`src/verilog/iobs_map.svh`:
```
// Constants for the inherent-mode bus cycle sequencer.
`ifndef IOBS_MAP_SVH
`define IOBS_MAP_SVH
`define IOBS_DUMMY_ADDR   16'hffff
`define IOBS_PORT1_W      8
`define IOBS_PORT2_W      5
`define IOBS_PORT3_W      8
`define IOBS_PORT4_W      8
`define IOBS_CYC_3        3'h3
`define IOBS_CYC_4        3'h4
`define IOBS_CYC_5        3'h5
`define IOBS_CYC_6        3'h6
`define IOBS_RESET_SP     16'h00ff
`define IOBS_RESET_PC     16'h0000
`endif

```
`src/verilog/iobs_pkg.sv`:
```
// Types for the inherent-mode bus cycle sequencer.
package iobs_pkg;
   // Instruction groups that the sequencer knows how to run.
   typedef enum logic [3:0] {
      IOBS_OP_ADD_B_TO_INDEX,
      IOBS_OP_DOUBLE_ACC_SHIFT,
      IOBS_OP_STACK_PTR_STEP,
      IOBS_OP_INDEX_STEP,
      IOBS_OP_INDEX_TO_STACK_MOVE,
      IOBS_OP_PUSH_ACC,
      IOBS_OP_STACK_TO_INDEX_MOVE,
      IOBS_OP_PULL_ACC,
      IOBS_OP_PUSH_INDEX,
      IOBS_OP_PULL_INDEX,
      IOBS_OP_BRANCH,
      IOBS_OP_BRANCH_TO_SUBROUTINE
   } iobs_op_t;
   // Operating modes of the port map.
   typedef enum logic [1:0] {
      IOBS_MODE_SINGLE_CHIP,
      IOBS_MODE_EXP_MUX,
      IOBS_MODE_EXP_NONMUX
   } iobs_mode_t;
   // Sequencer states.
   typedef enum logic [1:0] {
      IOBS_ST_IDLE,
      IOBS_ST_RUN
   } iobs_state_t;
endpackage : iobs_pkg

```
`src/verilog/iobs_sequencer.sv`:
```
// Bus cycle sequencer for inherent and relative-branch instructions, with the port mode map.
`timescale 1ns/1ps
`include "iobs_map.svh"

// Notes on behaviour
// [RL1] Add-B-to-index and double shifts: opcode, irrelevant byte, dummy read at FFFF; 3 cycles.
// [RL2] Stack pointer step: opcode, next opcode, read at old stack pointer; 3 reads.
// [RL3] Index step and index-to-stack: opcode, next opcode, dummy read at FFFF.
// [RL4] Push accumulator: two reads, then write accumulator at stack pointer.
// [RL5] Stack-to-index: opcode, next opcode, read at stack pointer, data discarded.
// [RL6] Pull accumulator: four reads, last two at stack pointer.
// [RL7] Push index: two reads, write low at SP, high at SP minus 1.
// [RL8] Pull index: five reads; high byte at SP+1, low at SP+2.
// [RL9] Branches: opcode, offset at opcode+1, dummy read at FFFF; 3 cycles.
// [RL10] Branch to subroutine: six cycles, reads then two writes at SP and SP-1.
// [RL11] Subroutine stacking writes low return byte first, then high byte.
// [RL12] Multiplexed mode: port 3 low address and data, port 4 high address, strobes. Port 3 here carries the low address only.
// [RL13] Unused port 4 address lines become inputs from the top line downward.
// [RL14] Four ports of 8, 5, 8, 8 lines; all general I/O in single-chip mode.
// [RL15] Read/write high on reads, low on writes; address presented each cycle.
module iobs_sequencer
   import iobs_pkg::*;
(
   input  wire logic                       mclk,
   input  wire logic                       reset_n,
   input  wire logic                       start,
   input  wire iobs_op_t                   op,
   input  wire logic [15:0]                op_addr,
   input  wire logic [15:0]                stack_ptr,
   input  wire logic [15:0]                index_reg,
   input  wire logic [7:0]                 acc_data,
   input  wire logic [15:0]                branch_target,
   input  wire iobs_mode_t                 mode,
   input  wire logic [3:0]                 addr_lines_used,
   input  wire logic [7:0]                 port1_out,
   input  wire logic [7:0]                 port1_dir,
   input  wire logic [4:0]                 port2_out,
   input  wire logic [4:0]                 port2_dir,
   input  wire logic [7:0]                 port3_gpio_out,
   input  wire logic [7:0]                 port3_gpio_dir,
   input  wire logic [7:0]                 port4_gpio_out,
   input  wire logic [7:0]                 port4_gpio_dir,
   input  wire logic                       port3_output_strobe,
   output logic                            busy,
   output logic                            done,
   output logic [15:0]                     bus_addr,
   output logic                            bus_rw,
   output logic [7:0]                      bus_wdata,
   output logic                            bus_wen,
   output logic [2:0]                      cycle_num,
   output logic [7:0]                      port1_o,
   output logic [7:0]                      port1_oe,
   output logic [4:0]                      port2_o,
   output logic [4:0]                      port2_oe,
   output logic [7:0]                      port3_o,
   output logic [7:0]                      port3_oe,
   output logic [7:0]                      port4_o,
   output logic [7:0]                      port4_oe,
   output logic                            strobe_pin_one,
   output logic                            strobe_pin_two
);

   //------------------------------------------------------------------
   // Reset synchroniser
   //------------------------------------------------------------------
   logic        rst_meta_r;
   logic        rst_sync_n_r;

   // Release of reset is taken through two flip-flops.
   always_ff @(posedge mclk or negedge reset_n) begin
      if (!reset_n) begin
         rst_meta_r   <= 1'b0;
         rst_sync_n_r <= 1'b0;
      end else begin
         rst_meta_r   <= 1'b1;
         rst_sync_n_r <= rst_meta_r;
      end
   end

   //------------------------------------------------------------------
   // Sequencer
   //------------------------------------------------------------------
   iobs_state_t state_r;
   iobs_op_t    op_r;
   logic [2:0]  cyc_r;
   logic [2:0]  len_r;
   logic [15:0] pc_r;
   logic [15:0] sp_r;
   logic [15:0] ix_r;
   logic [7:0]  acc_r;
   logic [15:0] tgt_r;
   logic [15:0] ret_r;
   logic [2:0]  len_nxt;

   // Cycle count for each instruction group.
   always_comb begin
      case (op)
         IOBS_OP_PULL_ACC:             len_nxt = `IOBS_CYC_4;            // RL6
         IOBS_OP_PUSH_INDEX:           len_nxt = `IOBS_CYC_4;            // RL7
         IOBS_OP_PULL_INDEX:           len_nxt = `IOBS_CYC_5;            // RL8
         IOBS_OP_BRANCH_TO_SUBROUTINE: len_nxt = `IOBS_CYC_6;            // RL10
         default:                      len_nxt = `IOBS_CYC_3;
      endcase
   end

   // Instruction capture and cycle counting; a new start is taken only when idle.
   always_ff @(posedge mclk or negedge rst_sync_n_r) begin
      if (!rst_sync_n_r) begin
         state_r <= IOBS_ST_IDLE;
         op_r    <= IOBS_OP_BRANCH;
         cyc_r   <= 3'h0;
         len_r   <= 3'h0;
         pc_r    <= `IOBS_RESET_PC;
         sp_r    <= `IOBS_RESET_SP;
         ix_r    <= 16'h0000;
         acc_r   <= 8'h00;
         tgt_r   <= 16'h0000;
         ret_r   <= 16'h0000;
      end else begin
         case (state_r)
            IOBS_ST_IDLE: begin
               if (start) begin
                  state_r <= IOBS_ST_RUN;
                  op_r    <= op;
                  len_r   <= len_nxt;
                  cyc_r   <= 3'h1;
                  pc_r    <= op_addr;
                  sp_r    <= stack_ptr;
                  ix_r    <= index_reg;
                  acc_r   <= acc_data;
                  tgt_r   <= branch_target;
                  ret_r   <= op_addr + 16'h0002;
               end
            end
            IOBS_ST_RUN: begin
               if (cyc_r == len_r) begin
                  state_r <= IOBS_ST_IDLE;
                  cyc_r   <= 3'h0;
               end else begin
                  cyc_r <= cyc_r + 3'h1;
               end
            end
            default: state_r <= IOBS_ST_IDLE;
         endcase
      end
   end

   //------------------------------------------------------------------
   // Bus cycle content
   //------------------------------------------------------------------
   logic        run_nxt;
   logic [2:0]  cn_nxt;
   logic [15:0] addr_nxt;
   logic        rw_nxt;
   logic [7:0]  wd_nxt;

   // Address, direction and write data of the cycle that starts next edge.
   always_comb begin
      run_nxt  = 1'b0;
      cn_nxt   = 3'h0;
      addr_nxt = 16'h0000;
      rw_nxt   = 1'b1;                                                  // RL15
      wd_nxt   = 8'h00;
      if (state_r == IOBS_ST_RUN) begin
         run_nxt = 1'b1;
         cn_nxt  = cyc_r;
         if (cyc_r == 3'h1) begin
            addr_nxt = pc_r;
         end else if (cyc_r == 3'h2) begin
            addr_nxt = pc_r + 16'h0001;                                  // RL9
         end else begin
            case (op_r)
               IOBS_OP_ADD_B_TO_INDEX,
               IOBS_OP_DOUBLE_ACC_SHIFT:    addr_nxt = `IOBS_DUMMY_ADDR; // RL1
               IOBS_OP_INDEX_STEP,
               IOBS_OP_INDEX_TO_STACK_MOVE: addr_nxt = `IOBS_DUMMY_ADDR; // RL3
               IOBS_OP_BRANCH:              addr_nxt = `IOBS_DUMMY_ADDR; // RL9
               IOBS_OP_STACK_PTR_STEP:      addr_nxt = sp_r;             // RL2
               IOBS_OP_STACK_TO_INDEX_MOVE: addr_nxt = sp_r;             // RL5
               IOBS_OP_PULL_ACC:            addr_nxt = sp_r;             // RL6
               IOBS_OP_PUSH_ACC: begin
                  addr_nxt = sp_r;                                       // RL4
                  rw_nxt   = 1'b0;
                  wd_nxt   = acc_r;
               end
               IOBS_OP_PUSH_INDEX: begin
                  rw_nxt = 1'b0;                                         // RL7
                  if (cyc_r == 3'h3) begin
                     addr_nxt = sp_r;
                     wd_nxt   = ix_r[7:0];
                  end else begin
                     addr_nxt = sp_r - 16'h0001;
                     wd_nxt   = ix_r[15:8];
                  end
               end
               IOBS_OP_PULL_INDEX: begin
                  if (cyc_r == 3'h3) addr_nxt = sp_r;                    // RL8
                  else if (cyc_r == 3'h4) addr_nxt = sp_r + 16'h0001;
                  else addr_nxt = sp_r + 16'h0002;
               end
               IOBS_OP_BRANCH_TO_SUBROUTINE: begin
                  if (cyc_r == 3'h3) begin
                     addr_nxt = `IOBS_DUMMY_ADDR;                        // RL10
                  end else if (cyc_r == 3'h4) begin
                     addr_nxt = tgt_r;
                  end else if (cyc_r == 3'h5) begin
                     addr_nxt = sp_r;                                    // RL11
                     rw_nxt   = 1'b0;
                     wd_nxt   = ret_r[7:0];
                  end else begin
                     addr_nxt = sp_r - 16'h0001;                         // RL11
                     rw_nxt   = 1'b0;
                     wd_nxt   = ret_r[15:8];
                  end
               end
               default: addr_nxt = `IOBS_DUMMY_ADDR;
            endcase
         end
      end
   end

   // Registered bus outputs, one bus cycle per clock.
   always_ff @(posedge mclk or negedge rst_sync_n_r) begin
      if (!rst_sync_n_r) begin
         busy      <= 1'b0;
         done      <= 1'b0;
         cycle_num <= 3'h0;
         bus_addr  <= 16'h0000;
         bus_rw    <= 1'b1;
         bus_wdata <= 8'h00;
         bus_wen   <= 1'b0;
      end else begin
         busy      <= run_nxt;
         done      <= run_nxt && (cyc_r == len_r);
         cycle_num <= cn_nxt;
         bus_addr  <= addr_nxt;                                          // RL15
         bus_rw    <= rw_nxt;
         bus_wdata <= wd_nxt;
         bus_wen   <= run_nxt && !rw_nxt;
      end
   end

   //------------------------------------------------------------------
   // Port mode map
   //------------------------------------------------------------------
   logic [7:0] p4_addr_mask;
   logic [7:0] p4_addr_val;
   logic [7:0] p3_o_nxt;
   logic [7:0] p3_oe_nxt;
   logic [7:0] p4_o_nxt;
   logic [7:0] p4_oe_nxt;
   logic       s1_nxt;
   logic       s2_nxt;

   // Address lines in use fill port 4 from bit 0; freed top lines become inputs.
   always_comb begin
      p4_addr_mask = 8'h00;
      for (int i = 0; i < 8; i++) begin
         if (i <= int'(addr_lines_used)) p4_addr_mask[i] = 1'b1;         // RL13
      end
      p4_addr_val = (mode == IOBS_MODE_EXP_MUX) ? addr_nxt[15:8] : addr_nxt[7:0];
      p3_o_nxt    = port3_gpio_out;                                      // RL14
      p3_oe_nxt   = port3_gpio_dir;
      p4_o_nxt    = port4_gpio_out;
      p4_oe_nxt   = port4_gpio_dir;
      s1_nxt      = 1'b0;
      s2_nxt      = port3_output_strobe;
      case (mode)
         IOBS_MODE_EXP_MUX: begin
            p3_o_nxt  = addr_nxt[7:0];                                   // RL12
            p3_oe_nxt = 8'hff;
            s1_nxt    = run_nxt;
            s2_nxt    = rw_nxt;
            p4_o_nxt  = p4_addr_val & p4_addr_mask;
            p4_oe_nxt = p4_addr_mask;
         end
         IOBS_MODE_EXP_NONMUX: begin
            p3_o_nxt  = wd_nxt;
            p3_oe_nxt = (run_nxt && !rw_nxt) ? 8'hff : 8'h00;
            s1_nxt    = run_nxt;
            s2_nxt    = rw_nxt;
            p4_o_nxt  = p4_addr_val & p4_addr_mask;
            p4_oe_nxt = p4_addr_mask;
         end
         default: ;
      endcase
   end

   // Mux mode: address half of cycle on port 3 here; data follows on bus_wdata.
   always_ff @(posedge mclk or negedge rst_sync_n_r) begin
      if (!rst_sync_n_r) begin
         port1_o        <= 8'h00;
         port1_oe       <= 8'h00;
         port2_o        <= 5'h00;
         port2_oe       <= 5'h00;
         port3_o        <= 8'h00;
         port3_oe       <= 8'h00;
         port4_o        <= 8'h00;
         port4_oe       <= 8'h00;
         strobe_pin_one <= 1'b0;
         strobe_pin_two <= 1'b1;
      end else begin
         port1_o        <= port1_out;                                    // RL14
         port1_oe       <= port1_dir;
         port2_o        <= port2_out;
         port2_oe       <= port2_dir;
         port3_o        <= p3_o_nxt;
         port3_oe       <= p3_oe_nxt;
         port4_o        <= p4_o_nxt;
         port4_oe       <= p4_oe_nxt;
         strobe_pin_one <= s1_nxt;
         strobe_pin_two <= s2_nxt;
      end
   end

   //------------------------------------------------------------------
   // Checks
   //------------------------------------------------------------------
   a_dummy_ffff: assert property (@(posedge mclk) disable iff (!rst_sync_n_r) // RL9
      (busy && cycle_num == 3'h3 && op_r == IOBS_OP_BRANCH) |-> bus_addr == `IOBS_DUMMY_ADDR)
      else $error("branch third cycle not at ffff");
   // Read/write goes low, with the write enable, only in the stacking writes of the write groups.
   a_rw_wen_tie: assert property (@(posedge mclk) disable iff (!rst_sync_n_r) // RL15
      (bus_wen || !bus_rw) |-> (busy && bus_wen && !bus_rw && cycle_num >= 3'h3
         && (op_r == IOBS_OP_PUSH_ACC || op_r == IOBS_OP_PUSH_INDEX
         || (op_r == IOBS_OP_BRANCH_TO_SUBROUTINE && cycle_num >= 3'h5))))
      else $error("write cycle outside a stacking write");
   a_push_write: assert property (@(posedge mclk) disable iff (!rst_sync_n_r) // RL4
      (busy && op_r == IOBS_OP_PUSH_ACC && cycle_num == 3'h3) |-> (!bus_rw && bus_addr == sp_r))
      else $error("push accumulator write wrong");
   a_bsr_order: assert property (@(posedge mclk) disable iff (!rst_sync_n_r) // RL11
      (busy && op_r == IOBS_OP_BRANCH_TO_SUBROUTINE && cycle_num == 3'h5)
      |=> (bus_addr == sp_r - 16'h0001 && bus_wdata == ret_r[15:8] && !bus_rw))
      else $error("subroutine stacking order wrong");
   a_pull_index_len: assert property (@(posedge mclk) disable iff (!rst_sync_n_r) // RL8
      (start && state_r == IOBS_ST_IDLE && op == IOBS_OP_PULL_INDEX) |-> ##6 done)
      else $error("pull index not five cycles");
   a_push_index_high: assert property (@(posedge mclk) disable iff (!rst_sync_n_r) // RL7
      (busy && op_r == IOBS_OP_PUSH_INDEX && cycle_num == 3'h4) |-> bus_wdata == ix_r[15:8])
      else $error("push index high byte wrong");
   a_first_reads: assert property (@(posedge mclk) disable iff (!rst_sync_n_r) // RL2
      (busy && cycle_num == 3'h1) |=> (bus_rw && bus_addr == $past(bus_addr) + 16'h0001))
      else $error("second cycle not opcode plus one read");
   a_bsr_len: assert property (@(posedge mclk) disable iff (!rst_sync_n_r) // RL10
      (start && state_r == IOBS_ST_IDLE && op == IOBS_OP_BRANCH_TO_SUBROUTINE) |-> ##7 done)
      else $error("subroutine branch not six cycles");

endmodule : iobs_sequencer

```
`config.mk`:
```
export PLATFORM = sky130hd
export DESIGN_NAME = iobs_sequencer
export DESIGN_NICKNAME = d
export VERILOG_FILES = /design/src/verilog/iobs_pkg.sv /design/src/verilog/iobs_sequencer.sv
export VERILOG_INCLUDE_DIRS = /design/src /design/src/verilog
export SDC_FILE = /design/constraint.sdc
export NUM_CORES = 1
export LEC_CHECK = 0
export ABC_AREA = 1
export BUFFER_PORTS_ARGS = -buffer_cell sky130_fd_sc_hd__clkbuf_2
export CAP_MARGIN = 20
export CORE_UTILIZATION = 45
export DETAILED_ROUTE_END_ITERATION = 6
export PLACE_DENSITY_LB_ADDON = 0.08
export SYNTH_ARGS = -nofsm -noshare
export SYNTH_HDL_FRONTEND = slang
export SYNTH_SLANG_ARGS = --single-unit
```
`constraint.sdc`:
```
create_clock -name mclk -period 7.93 [get_ports mclk]
set_clock_uncertainty 0.1 [all_clocks]
set_input_delay 0.793 -clock mclk [delete_from_list [all_inputs] [get_ports mclk]]
set_output_delay 0.793 -clock mclk [all_outputs]
set_load 0.01 [all_outputs]
```
# Word-level counts from Yosys, hierarchy flattened

Index checks and enable logic that the tools add are counted.

Logic and storage cells: 125
Input bits: 144
Flip-flop bits (word level): 193

Equality and inequality tests: 22
Bitwise gates (word level): 1
Reduce and logical (&&, ||, !) cells: 12
Mux-type cells: 48
Add/sub/neg operators: 6
Order comparisons: 7

Operator list:

| operator                                                      | count |
|---|---|
| 2-to-1 mux 16 bit                                             | 9 |
| 2-to-1 mux 8 bit                                              | 11 |
| one-hot mux 16 bit (4 select lines)                           | 1 |
| adder 16 x 1 -> 16 bit, second input constant                 | 2 |
| adder 16 x 2 -> 16 bit, second input constant                 | 2 |
| one-hot mux 8 bit (2 select lines)                            | 2 |
| equality test 4 bit, second input constant                    | 6 |
| one-hot mux 8 bit (3 select lines)                            | 1 |
| equality test 4 x 3 -> 1 bit, second input constant           | 4 |
| less-or-equal comparator 3 x 4 -> 1 bit, first input constant | 4 |
| subtractor 16 x 1 -> 16 bit, second input constant            | 1 |
| 2-to-1 mux 1 bit                                              | 15 |
| 2-to-1 mux 3 bit                                              | 3 |
| one-hot mux 3 bit (3 select lines)                            | 1 |
| bitwise AND 8 bit                                             | 1 |
| less-or-equal comparator 2 x 4 -> 1 bit, first input constant | 2 |
| equality test 3 x 2 -> 1 bit, second input constant           | 2 |
| equality test 3 bit, second input constant                    | 2 |
| one-hot mux 3 bit (2 select lines)                            | 1 |
| AND reduction 2 bit                                           | 3 |
| OR reduction 2 bit                                            | 3 |
| equality test 2 x 1 -> 1 bit, second input constant           | 2 |
| equality test 4 x 2 -> 1 bit, second input constant           | 1 |
| less-or-equal comparator 1 x 4 -> 1 bit, first input constant | 1 |
| other kinds (13)                                              | 16 |

# Depth between registers and ports, before layout

Depth after elaboration: 11
Gate-level depth with buffers: 18
Mapped depth without buffers: 18

# Worst setup path after synthesis

No wires, ideal clock.

Path kind: register to register
Start: register cyc_r[0]
End: register port4_o[3]
Arrival: 1.979 ns
Data required time: 7.713 ns
Path buffers: 1
Path slack: 5.734 ns
Clock period less this slack: 2.196 ns
Cell stages (with the launch flop): 15
Path through: dfrtp_1 > ha_1 > ha_1 > buf_2 > nand3_1 > a21oi_1 > or2_1 > a21oi_1 > nand3_1 > nand2_1 > nand2_1 > nand2_1 > nand2_1 > nand2_1 > nand2_1

Cells in the longest elaborated chain, start to end: 11
Elaborated cells on any way between the ends: 18
Those cells by class: eq/ne (5); mux (12); bitwise (1)

RTL lines:

| item                                | RTL line                                     | source |
|---|---|---|
| start: declaration                  | iobs_sequencer.sv:85                         | `logic [2:0] cyc_r;` |
| start signal: assignment            | iobs_sequencer.sv:140                        | `cyc_r <= cyc_r + 3'h1;` |
| equality test 3 bit                 | iobs_sequencer.sv:206                        | `end else if (cyc_r == 3'h5) begin` |
| 2-to-1 mux 16 bit                   | iobs_sequencer.sv:206                        |  |
| 2-to-1 mux 16 bit                   | iobs_sequencer.sv:204                        | `end else if (cyc_r == 3'h4) begin` |
| 2-to-1 mux 16 bit                   | iobs_sequencer.sv:202                        | `if (cyc_r == 3'h3) begin` |
| one-hot mux 16 bit (4 select lines) | iobs_sequencer.sv:172                        | `case (op_r)` |
| 2-to-1 mux 16 bit                   | iobs_sequencer.sv:169                        | `end else if (cyc_r == 3'h2) begin` |
| 2-to-1 mux 16 bit *                 | iobs_sequencer.sv:167                        | `if (cyc_r == 3'h1) begin` |
| 2-to-1 mux 16 bit *                 | iobs_sequencer.sv:164                        | `if (state_r == IOBS_ST_RUN) begin` |
| 2-to-1 mux 8 bit *                  | iobs_sequencer.sv:261                        | `p4_addr_val = (mode == IOBS_MODE_EXP_MUX) ? addr_nxt[15:8] : addr_nxt[7:0];` |
| bitwise AND 8 bit *                 | iobs_sequencer.sv:274, iobs_sequencer.sv:282 |  |
| 2-to-1 mux 8 bit *                  | n/a                                          |  |
| net p4_o_nxt[3]                     | iobs_sequencer.sv:250                        | `logic [7:0] p4_o_nxt;` |
| end signal: assignment              | iobs_sequencer.sv:309                        | `port4_o <= p4_o_nxt;` |
| end: declaration                    | iobs_sequencer.sv:57                         | `output logic [7:0] port4_o,` |

The timed path passes the listed nets; every way through them passes the cells marked *.
A chain may end at the register's enable or synchronous reset.

# Worst setup path after layout

Start: register cyc_r[0]
End: register port4_o[6]

Same word-level chain as after synthesis.

==> results.toml <==
[run_status]
status = "finished, final reports clean"

[logic_synthesis]
synth_top_area_share_pct = 45.2
ys_top_cells_by_area = "dfrtp_1 45%, nand2_1 20%, inv_1 5.2%"
synth_area_sq_um = 9910
synth_top_family_by_area = "simple AND/OR/NAND/NOR gates"
synth_fa_ha_area_share_pct = 1.64
yosys_warnings = 0
synthTopCellsByCount = "516 x nand2_1, 179 x dfrtp_1, 136 x inv_1, 113 x nor2_1, 98 x o21ai_0"
synth.most_common_cell = "nand2_1"
syn-num-nets = 1516
syn_inst = 1359
synth_xor_area_share_pct = 0.972
synth_compound_area_share_pct = 10.0
synthSimpleGateAreaFrac_pct = 31.2
synthMuxAreaShare_pct = 0
ys_ff_latch = 191
ys_async_sr_fraction_pct = 100
yosysSeqAreaShare_pct = 48.4
avgSynthCellArea_sq_um = 7.29
yosysUniqueCellTypes = 42
synth_edf_count = 0
yosys_most_used_dff = "dfrtp_1"
synth_top_cell_by_area = "dfrtp_1"

[clock_network]
cts_tree = "done"
path_clk_slew_ns = 0.08
post-cts-setup-buffers = 0
clock_path_buffers = 2
post_cts_resized = 0
htree_num_levels = 4
worstSkewPairLatency_ns = 0.43
numCtsBuffers = 17
cts_hold_buf = 0
clock-sinks = 191
cts-root-buf = "clkbuf_16"

[placed_design]
postPlaceCellArea_sq_um = 11300
numPortBuffers = 234
place_inst = 1822
dp_hpwl_microns = 22100
gp_congestion = 0.944

[cells_and_area]
final_nets = 1723
final_cells = 1854
utilization_pct = 55.9
stdcell_area_sq_um = 11900
regArea_sq_um = 4800
syn_to_final_growth_pct = 19.9
num_antenna_cells = 0
multiInputGateArea_sq_um = 4350
drive_above_1_share_pct = 19.8
n_fill_cell = 2083

[pwr]
cellLeakagePower_nw = 6.45
p_per_area_nw_per_um2 = 373
ir_drop_uv = 169

[grt]
use_met2_pct = 39.7
use_met1_pct = 41.1
grt.overflow.total = 0
met3_usage_pct = 3.94
grt_max_degree = 136
antenna_found_initial = 0
first_global_vias = 8672
grt_usage_pct = 27.1
grt_pass1_wl_microns = 47000
gr-max-usage-layer = "met1"

[die]
die_w_microns = 150
die_area_sq_um = 22600
fp.dieH_microns = 150
core_sq_um = 21300
fp-row-count = 53
initial_core_util_pct = 46.6
io_pins = 235

[worst_setup_path]
worstReg2RegStart = "cyc_r[0]"
r2r_setup_slack_ns = 4.72
rr_worst_depth = 17
critPathCaptureType = "flop"
arrival_ns = 3.43
path_max_fanout = 21
critical_path_class = "flop to flop"
start_kind = "flop"
reg2reg_to = "port4_o[6]"
cp.required_ns = 8.15

[sta]
rsz0062_at_grt = "false"
timing.fmax_ghz = 0.312
setup_violations = 0
worst_pin_slew_ns = 0.806
period_minus_slack_ns = 3.21
setup_tns_ns = 0
maxSlewHeadroom_pct = 46.2
drv_slew = 0
post-route-period-util_pct = 40.4
finalHoldViolCount = 0
hold_slack_ns = 0.0236

[routing]
drt_iter0_markers = 782
viasPerCell = 5.12
num_vias = 9489
drc = 0
wire_per_inst_microns = 16.2
dr.pass1.iters = 6
ant_nets = 0
wl_microns = 30000

[hold_path]
worstHoldPathType = "primary input to async pin"

[run]
drv_cap = 0
[cells in the final DEF (no fill, tap or decap), types with 13 or more instances in the layout]
cell type,synthesis,final
o21ai_1,17,17
dfrtp_1,179,178
nand4_1,23,23
nand3_1,76,76
a21oi_1,43,43
inv_1,136,136
nand2_1,516,516
nor2_1,113,112
ha_1,13,13
clkbuf_16,0,17
o21ai_0,98,98
clkbuf_2,0,234
[worst max-delay path by stage]
| stage | from | endpoint | cells past startpoint |
|---|---|---|---|
| 6_report | cyc_r[0] | port4_o[6] | 17 |
| 2_1_floorplan | rst_sync_n_r | acc_r[0] | 0 |
| 3_3_place_gp | cyc_r[0] | port4_o[4] | 17 |
| 5_1_grt | cyc_r[0] | port3_o[4] | 16 |
| 4_1_cts | cyc_r[0] | port4_o[6] | 17 |
| 3_5_place_dp | cyc_r[0] | port4_o[6] | 17 |
[layer usage]
metal  part of all wire (%)  vias up
li1                       -     4717
met1                     48     4366
met2                     43      372
met3                    7.4       34
met4                    1.8        0
met5                      0        -
[registers in the layout, summed over array words and instances (netlist names), 3 cells and up]
name       cells
bus_addr      16
port2_oe       5
cycle_num      3
tgt_r         16
len_r          3
cyc_r          3
sp_r          16
ix_r          16
port1_o        8
port1_oe       8
acc_r          8
port4_o        8
port4_oe       8
ret_r         15
port3_oe       8
pc_r          16
port3_o        8
bus_wdata      8
port2_o        5
op_r           4
[where the power goes]
group | total [W] | internal [W] | switching [W]
sequential | 0.00166 | 0.00134 | 0.000323
clock | 0.000864 | 0.000426 | 0.000437
combinational | 0.00191 | 0.000610 | 0.00130
total | 0.00444 | 0.00238 | 0.00206
[through the flow]
step                total power, W  worst slack, ns
floorplan                  0.00287             2.13
global placement           0.00354             4.89
detailed placement         0.00356             4.79
CTS                        0.00443             4.76
global route               0.00479             4.49
finish                     0.00444             4.72
[critical path, stage by stage (launching register included)]
cell and delay (ns):
dfrtp_1 0.46, ha_1 0.24, ha_1 0.20, buf_4 0.23, inv_1 0.48, nand2_1 0.21, nand2_1 0.22, nand3_1 0.13
inv_1 0.12, nand2_1 0.05, nand3_1 0.08, nand3_1 0.12, nand2_1 0.08, nand2_1 0.05, nand2_1 0.12, a21oi_1 0.08
nand2_1 0.08, nand2_1 0.04
[cell type report]
class	count	area share (%)
clock buffer	18	3.61
sequential	191	40.4
tap	275	2.89
clock inverter	14	1.44
timing repair buffer	242	10.5
multi-input combinational	968	36.6
inverter	146	4.61
[kinds of logic (layout without fill, tap and decap cells)]
group,after synthesis,count (layout)
buffers and inverters,200,420
AOI/OAI and AO/OA,184,184
DFF,191,191
and+or+nand+nor,759,759
other,1,1
adders and majority gates,13,13
xor gates and xnor gates,11,11
Power figures use the tool's default switching activity.
